==> src/hw/asr_pkg.sv <==
// Purpose : shared constants and types for the async sram host controller
// Assumes : 100 MHz core clock, 2048 x 8 asynchronous static memory
// Notes   : times are in ns; cycle counts derive from them
package asr_pkg;
    // ============================================================
    // geometry
    localparam int ADDR_W = 11;
    localparam int DATA_W = 8;
    // ============================================================
    // timing
    localparam int CLK_PERIOD_NS         = 10;
    localparam int STORE_PULSE_MIN_NS    = 160;
    localparam int WRITE_DATA_SETUP_NS   = 160;
    localparam int WRITE_DATA_HOLD_NS    = 30;
    localparam int STROBE_TO_HIZ_NS      = 60;
    localparam int OUTPUT_DISABLE_NS     = 40;
    localparam int ADDR_ACCESS_NS        = 160;
    localparam int ADDR_SETUP_NS         = 20;
    localparam int WRITE_RECOVERY_NS     = 20;
    localparam int CYCLE_TIME_NS         = 200;
    // least times round up
    localparam int STORE_PULSE_CYC  = (STORE_PULSE_MIN_NS + CLK_PERIOD_NS - 1) / CLK_PERIOD_NS;
    localparam int HOLD_CYC         = (WRITE_DATA_HOLD_NS + CLK_PERIOD_NS - 1) / CLK_PERIOD_NS;
    localparam int HIZ_WAIT_CYC     = (OUTPUT_DISABLE_NS + CLK_PERIOD_NS - 1) / CLK_PERIOD_NS;
    localparam int SETUP_CYC        = (ADDR_SETUP_NS + CLK_PERIOD_NS - 1) / CLK_PERIOD_NS;
    localparam int RECOVERY_CYC     = (WRITE_RECOVERY_NS + CLK_PERIOD_NS - 1) / CLK_PERIOD_NS;
    // read waits the full cycle time, not only the address access time
    localparam int ACCESS_CYC       = (CYCLE_TIME_NS + CLK_PERIOD_NS - 1) / CLK_PERIOD_NS;
    localparam int CNT_W            = 6;
    // ============================================================
    // types
    typedef enum logic [2:0] {
        ASR_IDLE   = 3'b000,
        ASR_RD     = 3'b001,
        ASR_WSETUP = 3'b010,
        ASR_WHIZ   = 3'b011,
        ASR_WPULSE = 3'b100,
        ASR_WHOLD  = 3'b101,
        ASR_WREC   = 3'b110
    } asr_state_e;

    typedef struct packed {
        logic              write;
        logic [ADDR_W-1:0] addr;
        logic [DATA_W-1:0] wdata;
    } asr_req_s;

    typedef struct packed {
        logic              cs_n;
        logic              oe_n;
        logic              we_n;
        logic [ADDR_W-1:0] addr;
    } asr_pins_s;

    // controls deselected and strobe high; the address value is arbitrary
    localparam asr_pins_s PINS_IDLE = '{cs_n: 1'b1, oe_n: 1'b1, we_n: 1'b1, addr: '0};
endpackage : asr_pkg

==> src/hw/asr_host.sv <==
// Purpose : clocked host that runs read and write cycles on an async sram
// Assumes : data pins sampled as synchronous inputs; one request at a time
// Notes   : writes use the output-disable style: drive off, wait, then strobe
`timescale 1ns/1ns
`default_nettype none

// Summary of operation
// - address register is frozen for the whole read cycle.
// - read drives select low, output drive low, strobe high; memory returns data.
// - back-to-back reads may keep select low and just change address.
// - address pins always come from flip-flops, never floated.
// - write keeps address stable, select low, strobe low at least 160 ns.
// - write data set up before and held after strobe rising edge.
// - strobe stays high whenever address changes.
// - host never drives data while memory may still drive after strobe falls.
// - raise output drive, wait output-disable delay, then drive write data.
// - write data held for hold time after strobe rises.
// - retention input forces select high while idle and blocks new cycles.
// - strobe low pulse lasts at least 160 ns.
module asr_host (
    input  wire logic                      CORE_CLK_IN,
    input  wire logic                      RST_IN,
    input  wire logic                      CLK_EN_IN,
    input  wire logic                      REQ_VALID_IN,
    input  wire asr_pkg::asr_req_s         REQ_IN,
    input  wire logic                      RETAIN_IN,
    input  wire logic [asr_pkg::DATA_W-1:0] DQ_IN,
    output var  logic                      REQ_READY_OUT,
    output var  logic                      RD_VALID_OUT,
    output var  logic [asr_pkg::DATA_W-1:0] RD_DATA_OUT,
    output var  logic                      WR_DONE_OUT,
    output var  asr_pkg::asr_pins_s        PINS_OUT,
    output var  logic [asr_pkg::DATA_W-1:0] DQ_OUT,
    output var  logic                      DQ_OE_OUT
);
    // ============================================================
    // state
    asr_pkg::asr_state_e           state_r, state_nxt;
    logic [asr_pkg::CNT_W-1:0]     cnt_r, cnt_nxt;
    asr_pkg::asr_pins_s            pins_r, pins_nxt;
    logic [asr_pkg::DATA_W-1:0]    wdata_r, wdata_nxt;
    logic                          oe_r, oe_nxt;
    logic                          rdv_r, rdv_nxt;
    logic                          wdone_r, wdone_nxt;
    logic [asr_pkg::DATA_W-1:0]    rdata_r, rdata_nxt;
    logic                          ready_r, ready_nxt;

    function automatic logic [asr_pkg::CNT_W-1:0] cyc(input int n);
        cyc = (asr_pkg::CNT_W)'(n - 1);
    endfunction : cyc

    // ============================================================
    // decode
    // counter parks at zero so a state that waits on it never wraps
    wire cnt_done   = (cnt_r == '0);
    wire cnt_dec_ok = !cnt_done;
    wire take       = ready_r && REQ_VALID_IN && !RETAIN_IN;
    wire [asr_pkg::CNT_W-1:0] cnt_dec = cnt_r - 6'h01;

    // ============================================================
    // next state
    always_comb begin
        state_nxt = state_r;
        cnt_nxt   = cnt_dec_ok ? cnt_dec : cnt_r;
        pins_nxt  = pins_r;
        wdata_nxt = wdata_r;
        oe_nxt    = oe_r;
        rdv_nxt   = 1'b0;
        wdone_nxt = 1'b0;
        rdata_nxt = rdata_r;
        ready_nxt = ready_r;
        case (state_r)
            asr_pkg::ASR_IDLE: begin
                // select may stay low between reads
                if (RETAIN_IN) begin
                    pins_nxt.cs_n = 1'b1;
                    pins_nxt.oe_n = 1'b1;
                end
                if (take) begin
                    pins_nxt.addr = REQ_IN.addr;  // strobe is high here
                    pins_nxt.cs_n = 1'b0;
                    ready_nxt     = 1'b0;
                    if (REQ_IN.write) begin
                        // output drive off first so memory releases the bus
                        pins_nxt.oe_n = 1'b1;
                        wdata_nxt     = REQ_IN.wdata;
                        cnt_nxt       = cyc(asr_pkg::SETUP_CYC);
                        state_nxt     = asr_pkg::ASR_WSETUP;
                    end else begin
                        pins_nxt.oe_n = 1'b0;
                        pins_nxt.we_n = 1'b1;
                        cnt_nxt       = cyc(asr_pkg::ACCESS_CYC);
                        state_nxt     = asr_pkg::ASR_RD;
                    end
                end
            end
            asr_pkg::ASR_RD: begin
                // address held untouched until data is sampled
                if (cnt_done) begin
                    rdata_nxt = DQ_IN;
                    rdv_nxt   = 1'b1;
                    ready_nxt = 1'b1;
                    state_nxt = asr_pkg::ASR_IDLE;
                end
            end
            asr_pkg::ASR_WSETUP: begin
                if (cnt_done) begin
                    cnt_nxt   = cyc(asr_pkg::HIZ_WAIT_CYC);
                    state_nxt = asr_pkg::ASR_WHIZ;
                end
            end
            asr_pkg::ASR_WHIZ: begin
                // drive data only after the output-disable delay
                if (cnt_done) begin
                    oe_nxt        = 1'b1;
                    pins_nxt.we_n = 1'b0;
                    cnt_nxt       = cyc(asr_pkg::STORE_PULSE_CYC);
                    state_nxt     = asr_pkg::ASR_WPULSE;
                end
            end
            asr_pkg::ASR_WPULSE: begin
                // data driven for the whole pulse covers setup
                if (cnt_done) begin
                    pins_nxt.we_n = 1'b1;
                    cnt_nxt       = cyc(asr_pkg::HOLD_CYC);
                    state_nxt     = asr_pkg::ASR_WHOLD;
                end
            end
            asr_pkg::ASR_WHOLD: begin
                if (cnt_done) begin
                    oe_nxt    = 1'b0;
                    cnt_nxt   = cyc(asr_pkg::RECOVERY_CYC);
                    state_nxt = asr_pkg::ASR_WREC;
                end
            end
            asr_pkg::ASR_WREC: begin
                // address may not move right after strobe rises
                if (cnt_done) begin
                    wdone_nxt = 1'b1;
                    ready_nxt = 1'b1;
                    state_nxt = asr_pkg::ASR_IDLE;
                end
            end
            default: begin
                state_nxt = asr_pkg::ASR_IDLE;
                ready_nxt = 1'b1;
                oe_nxt    = 1'b0;
                pins_nxt  = asr_pkg::PINS_IDLE;
            end
        endcase
    end

    // ============================================================
    // registers
    // reset and enable repeat per group so each block stays small
    always_ff @(posedge CORE_CLK_IN) begin
        if (RST_IN) begin
            state_r <= asr_pkg::ASR_IDLE;
            cnt_r   <= '0;
        end else if (CLK_EN_IN) begin
            state_r <= state_nxt;
            cnt_r   <= cnt_nxt;
        end
    end

    // pins leave reset deselected so the memory never sees a stray strobe
    always_ff @(posedge CORE_CLK_IN) begin
        if (RST_IN) begin
            pins_r <= asr_pkg::PINS_IDLE;
        end else if (CLK_EN_IN) begin
            pins_r <= pins_nxt;
        end
    end

    // write data and its drive enable; drive starts off to avoid contention
    always_ff @(posedge CORE_CLK_IN) begin
        if (RST_IN) begin
            wdata_r <= '0;
            oe_r    <= 1'b0;
        end else if (CLK_EN_IN) begin
            wdata_r <= wdata_nxt;
            oe_r    <= oe_nxt;
        end
    end

    // answer pulses and the ready level
    always_ff @(posedge CORE_CLK_IN) begin
        if (RST_IN) begin
            rdv_r   <= 1'b0;
            wdone_r <= 1'b0;
            ready_r <= 1'b1;
        end else if (CLK_EN_IN) begin
            rdv_r   <= rdv_nxt;
            wdone_r <= wdone_nxt;
            ready_r <= ready_nxt;
        end
    end

    // read data holds until the next read replaces it
    always_ff @(posedge CORE_CLK_IN) begin
        if (RST_IN) begin
            rdata_r <= '0;
        end else if (CLK_EN_IN) begin
            rdata_r <= rdata_nxt;
        end
    end

    assign REQ_READY_OUT = ready_r;
    assign RD_VALID_OUT  = rdv_r;
    assign RD_DATA_OUT   = rdata_r;
    assign WR_DONE_OUT   = wdone_r;
    assign PINS_OUT      = pins_r;
    assign DQ_OUT        = wdata_r;
    assign DQ_OE_OUT     = oe_r;
endmodule : asr_host

`default_nettype wire

==> config.mk <==
export PLATFORM = sky130hd
export DESIGN_NAME = asr_host
export DESIGN_NICKNAME = d
export VERILOG_FILES = /design/src/hw/asr_pkg.sv /design/src/hw/asr_host.sv
export SDC_FILE = /design/constraint.sdc
export NUM_CORES = 1
export LEC_CHECK = 0
export BUFFER_PORTS_ARGS = -buffer_cell sky130_fd_sc_hd__buf_2
export CAP_MARGIN = 20
export CORE_ASPECT_RATIO = 0.8
export CORE_MARGIN = 3
export CORE_UTILIZATION = 54
export DETAILED_ROUTE_END_ITERATION = 8
export PLACE_DENSITY = 0.91
export SLEW_MARGIN = 40
export SYNTH_ARGS = -nofsm -noshare
export SYNTH_HDL_FRONTEND = slang
export SYNTH_SLANG_ARGS = --single-unit
==> constraint.sdc <==
create_clock -name CORE_CLK_IN -period 4.75 [get_ports CORE_CLK_IN]
set_input_delay 0.475 -clock CORE_CLK_IN [delete_from_list [all_inputs] [get_ports CORE_CLK_IN]]
set_output_delay 0.475 -clock CORE_CLK_IN [all_outputs]
set_load 0.02 [all_outputs]
# == Word level (Yosys, flattened, before mapping) ==
# Cells that the tools add are included.
# classes
reduce_logical,18
n_lt_le_gt_ge,0
n_shift,0
eq_ne,14
n_div,0
n_mul,0
n_addsub,1
mux,31
n_bitwise,4
# op_table
op,count
6-bit two-way mux,6
6-bit one-hot mux with 5 select lines,1
11-bit one-hot mux with 2 select lines,1
3-bit two-way mux,6
3-bit one-hot mux with 6 select lines,1
14-bit two-way mux,1
"2-bit inequality test, second input constant",6
4-bit AND reduction,3
"3-bit == test, second input constant",3
3-bit AND reduction,3
1-bit two-way mux,8
4-bit OR reduction,2
7-bit AND reduction,1
"3-bit by 2-bit == test with 1-bit output, second input constant",2
6-bit logical NOT,1
1-bit one-hot mux with 3 select lines,2
6-bit AND reduction,1
6-bit OR reduction,1
"6-bit by 1-bit subtractor with 6-bit output, second input constant",1
5-bit two-way mux,1
5-bit OR reduction,1
2-bit two-way mux,2
1-bit NOT,4
1-bit one-hot mux with 4 select lines,1
other kinds (8),9
# word_totals
romBits,0
elab_cells,80
n_memories,0
latchBits,0
ff_bits,43
input_bits,33
mem_bits_rw,0
output_inout_bits,34

# == Longest topological paths before layout ==
# depth
word_depth,4
depth_mapped,10
depth_no_buf,10

# == Least setup slack after synthesis ==
# Ideal clock, no wire load.
# synth_path
path_type,register -> register
from,register cnt_r[0] (netlist name)
to,register cnt_r[0] (netlist name)
setup_time_ns,0.091
stages_incl_launch_ff,11
n_path_buf,0
t_arrival_ns,2.115
required_time_ns,4.659
synth_period_minus_slack_ns,2.206
slack_ns,2.544
cell_sequence,dfxtp_1 > inv_1 > ha_1 > or3b_4 > nor2_1 > inv_2 > ha_1 > mux2_2 > nand2_1 > o31ai_1 > a311oi_1
# synth_via
elab_chain_cells,4
word_cells_on_any_way,9
classes_between,1 x add/sub; 7 x mux; 1 x reduce/logical
# synth_rtl
element,line_no,source
start: declaration,asr_host.sv:39,"logic [asr_pkg::CNT_W-1:0] cnt_r, cnt_nxt;"
start signal: assignment,asr_host.sv:162,cnt_r <= cnt_nxt;
6-bit by 1-bit subtractor with 6-bit output or 6-bit logical NOT (tied branches),"asr_host.sv:58, asr_host.sv:55",
6-bit two-way mux,asr_host.sv:64,cnt_nxt = cnt_dec_ok ? cnt_dec : cnt_r;
"6-bit two-way mux, on equally long branches",-,
6-bit one-hot mux with 5 select lines *,asr_host.sv:72,case (state_r)
# Every way passes the cells marked *; elsewhere a longest branch is shown, timed or not.
# A chain may end at the register's enable or synchronous reset.

# == Worst setup path after layout ==
# Ends and elaborated chain as after synthesis.

==> impl_metrics.sql <==
INSERT INTO impl_metrics (metric_group, metric, value, unit) VALUES
('finish', 'antenna_cells', '0', ''),
('route', 'ant_nets', '0', ''),
('worst_setup_path', 'endpoint_arrival_time_on_the_critical_path', '2.68', 'ns'),
('logic_synthesis', 'netlist_instances', '261', ''),
('logic_synthesis', 'syn-mean-instance-area', '8.11', 'um^2'),
('timing', 'final.setup.tns', '0', 'ns'),
('logic_synthesis', 'synth_cell_type_count', '54', ''),
('timing', 'grt_setup_unrepaired', 'false', ''),
('logic_synthesis', 'ys_async_sr_fraction', '0', ''),
('logic_synthesis', 'post_synth_main_area_contributors', 'sky130_fd_sc_hd__dfxtp_1 (41%), sky130_fd_sc_hd__a21oi_1 (6.9%), sky130_fd_sc_hd__nand2_1 (5.1%), sky130_fd_sc_hd__mux2i_1 (4.3%), sky130_fd_sc_hd__nor2_1 (4.1%)', ''),
('route', 'firstDrtPassIters', '8', ''),
('timing', 'skew', '0.00587', 'ns'),
('finish', 'layout.cells.most_common', 'sky130_fd_sc_hd__buf_2', ''),
('timing', 'tightest_slew', '0.800', 'ns'),
('global_route', 'via_count_of_the_first_global_routing_pass', '1804', ''),
('cts', 'cts_hold_repair.buffers', '0', ''),
('finish', 'n_fill_cell', '304', ''),
('cts', 'cts_buffers', '5', ''),
('cts', 'cts.root.buffer_cell', 'sky130_fd_sc_hd__clkbuf_8', ''),
('cts', 'insertion_delay_of_the_later_clocked_pin_in_the_worst_skew_pair', '0.30', 'ns'),
('logic_synthesis', 'library_cell_with_the_largest_summed_area_after_synthesis', 'sky130_fd_sc_hd__dfxtp_1', ''),
('floorplan', 'chip_height', '62.0', 'um'),
('finish', 'most-common-layout-cells', 'sky130_fd_sc_hd__buf_2 (66), sky130_fd_sc_hd__dfxtp_1 (43), sky130_fd_sc_hd__a21oi_1 (29), sky130_fd_sc_hd__nand2_1 (29), sky130_fd_sc_hd__nor2_1 (23)', ''),
('cts', 'clock_transition_at_the_registers_of_the_reported_paths', '0.08', 'ns'),
('logic_synthesis', 'yosys_register_bits', '43', ''),
('worst_setup_path', 'endpoint_kind', 'register', ''),
('floorplan', 'number_of_top_level_design_ports', '67', ''),
('timing', 'timing_hold_violations_final', '0', ''),
('worst_setup_path', 'cp-start-kind', 'register', ''),
('global_route', 'grt_antenna_before_repair', '0', ''),
('floorplan', 'fp-row-count', '19', ''),
('global_route', 'grt_util_all_layers', '0.225', ''),
('timing', 'timing.final.crit_share', '0.519', ''),
('global_route', 'grt_pass1_wl', '8450', 'um'),
('route', 'route.final.wire_length', '5430', 'um'),
('timing', 'report.final.slew_viol_count', '0', ''),
('logic_synthesis', 'synth_ff_type', 'sky130_fd_sc_hd__dfxtp_1', ''),
('timing', 'postLayoutSetupSlackWorst', '2.28', 'ns'),
('floorplan', 'fp.dieArea', '4710', 'um^2'),
('cts', 'post_cts_resize_count', '0', ''),
('global_route', 'grt_max_degree', '45', ''),
('cts', 'number_of_post_cts_setup_repair_buffers', '0', ''),
('placement', 'place.detailed.hpwl', '3790', 'um'),
('route', 'number_of_drc_markers_in_iteration_0', '186', ''),
('worst_setup_path', 'crit_type', 'reg2reg', ''),
('cts', 'clock_sinks', '43', ''),
('route', 'via_count', '2161', ''),
('logic_synthesis', 'syn-cell-area', '2120', 'um^2'),
('timing', 'max_clock_freq', '405', 'MHz'),
('route', 'wl_per_cell', '14.9', 'um'),
('floorplan', 'dieWidth', '76.0', 'um'),
('floorplan', 'initial_utilization', '0.589', ''),
('cts', 'h_tree_lvls', '2', ''),
('placement', 'io_buffer_count', '66', ''),
('route', 'drc', '0', ''),
('worst_setup_path', 'timing.critical_path.required', '4.96', 'ns'),
('cts', 'cts_buffer_depth', '2', ''),
('global_route', 'global_route.overflow_total', '0', ''),
('placement', 'placer_congestion_estimate', '0.933', ''),
('run', 'drv.max_cap_violation_count', '0', ''),
('logic_synthesis', 'syn_nets', '297', ''),
('outcome', 'status', 'finished, final reports clean', ''),
('route', 'via_cell_ratio', '5.92', ''),
('floorplan', 'placeableCoreArea', '3590', 'um^2'),
('placement', 'dp_worst_setup_slack', '2.32', 'ns'),
('power', 'power.ir.vdd_worst', '0.000231', 'V'),
('timing', 'maxSlewHeadroom', '0.462', ''),
('power', 'cellPowerDensity', '345', 'nW/um^2'),
('finish', 'final_net_count', '348', ''),
('cts', 'tritoncts', 'built', ''),
('hold_path', 'hold_path_class', 'in2reg', ''),
('logic_synthesis', 'ys_seq_area_frac', '0.407', ''),
('logic_synthesis', 'synth_enable_flop_cells', '0', ''),
('logic_synthesis', 'synth_largest_type_area_fraction', '0.407', ''),
('logic_synthesis', 'yosysWarningCount', '0', ''),
('finish', 'syn2layout_area_growth', '18.2', '%'),
('timing', 'final_critical_period', '2.47', 'ns'),
('timing', 'setup_violations', '0', ''),
('finish', 'final_layout_size_suffix_gt1_frac', '0.259', ''),
('power', 'total_leakage_power', '0.00109', 'uW'),
('worst_setup_path', 'critical_path.max_fanout', '6', '');
cell families (layout without fill, tap and decap cells):
family / after synthesis / count (layout) / synth area share
mux: 11 / 11 / 0.0532
fa+ha+maj: 3 / 3 / 0.0177
flops: 43 / 43 / 0.407
compound gates: 78 / 78 / 0.231
simple gates: 93 / 93 / 0.219
xor+xnor: 2 / 2 / 0.00828
buf+inv: 31 / 83 / 0.0639
through the flow:
stage	util	cells	hold slack (ns)	power, uW	area (um^2)
floorplan	-	261	0.482	575	2120
global placement	0.671	357	0.439	630	2410
detailed placement	0.673	357	0.443	638	2420
CTS	0.697	365	0.408	859	2500
global route	0.697	365	0.409	905	2500
finish	0.697	365	0.404	862	2500
sequential cells by signal, indices dropped and copies added, names as in the netlist:
| name | count |
|---|---|
| PINS_OUT | 14 |
| DQ_OE_OUT | 1 |
| RD_DATA_OUT | 8 |
| REQ_READY_OUT | 1 |
| WR_DONE_OUT | 1 |
| RD_VALID_OUT | 1 |
| state_r | 3 |
| cnt_r | 6 |
| DQ_OUT | 8 |
final cells by class:
class                   count  area, um^2  area share
well taps                  52        65.1      0.0260
clock buffers               6        72.6      0.0290
repair buffers             66         330       0.132
clock inverters             2        12.5     0.00500
multi-input cells         187        1130       0.450
flip-flops and latches     43         861       0.344
inverters                   9        33.8      0.0135
routing by layer:
layer | vias up | share of wire | wire length [um] | GRT usage
met4 | 0 | 0.015 | 81 | 0.0827
met3 | 13 | 0.10 | 541 | 0.0620
met2 | 132 | 0.46 | 2480 | 0.362
met1 | 979 | 0.43 | 2330 | 0.297
li1 | 1037 | - | - | -
met5 | - | 0 | 0 | 0
cell usage after synthesis (all sizes together), types with 3 or more instances:
library cell / instances
a211oi: 4
a21oi: 29
buf: 7
clkbuf: 15
dfxtp: 43
ha: 3
inv: 9
mux2i: 9
nand2: 29
nand2b: 3
nand3: 11
nand3b: 3
nand4: 3
nor2: 23
nor3: 4
nor3b: 3
o211ai: 6
o21ai: 16
worst paths after layout:
kind / endpoint / depth (start not counted) / slack (ns) / start
setup reg to reg: cnt_r[0] / 10 / 2.28 / cnt_r[0]
setup / recovery: cnt_r[0] / 10 / 2.28 / cnt_r[0]
hold reg to reg: DQ_OUT[0] / 2 / 0.45 / DQ_OUT[0]
hold / removal: RD_DATA_OUT[5] / 3 / 0.40 / DQ_IN[5]
report_power, final:
group | total, uW | internal (uW) | leakage (uW) | switching [uW]
clock network | 228 | 103 | 0.0000412 | 125
registers | 409 | 382 | 0.000349 | 26.9
logic | 226 | 84.2 | 0.000698 | 141
critical path, stage by stage (launching register included):
cell and delay [ns]:
sky130_fd_sc_hd__dfxtp_1 0.35, sky130_fd_sc_hd__inv_1 0.09, sky130_fd_sc_hd__ha_1 0.19, sky130_fd_sc_hd__or3b_4 0.43, sky130_fd_sc_hd__nor2_1 0.24, sky130_fd_sc_hd__inv_2 0.11, sky130_fd_sc_hd__ha_1 0.29, sky130_fd_sc_hd__mux2_2 0.27
sky130_fd_sc_hd__nand2_1 0.06, sky130_fd_sc_hd__o31ai_1 0.07, sky130_fd_sc_hd__a311oi_1 0.27
(Power assumes the default switching activity.)
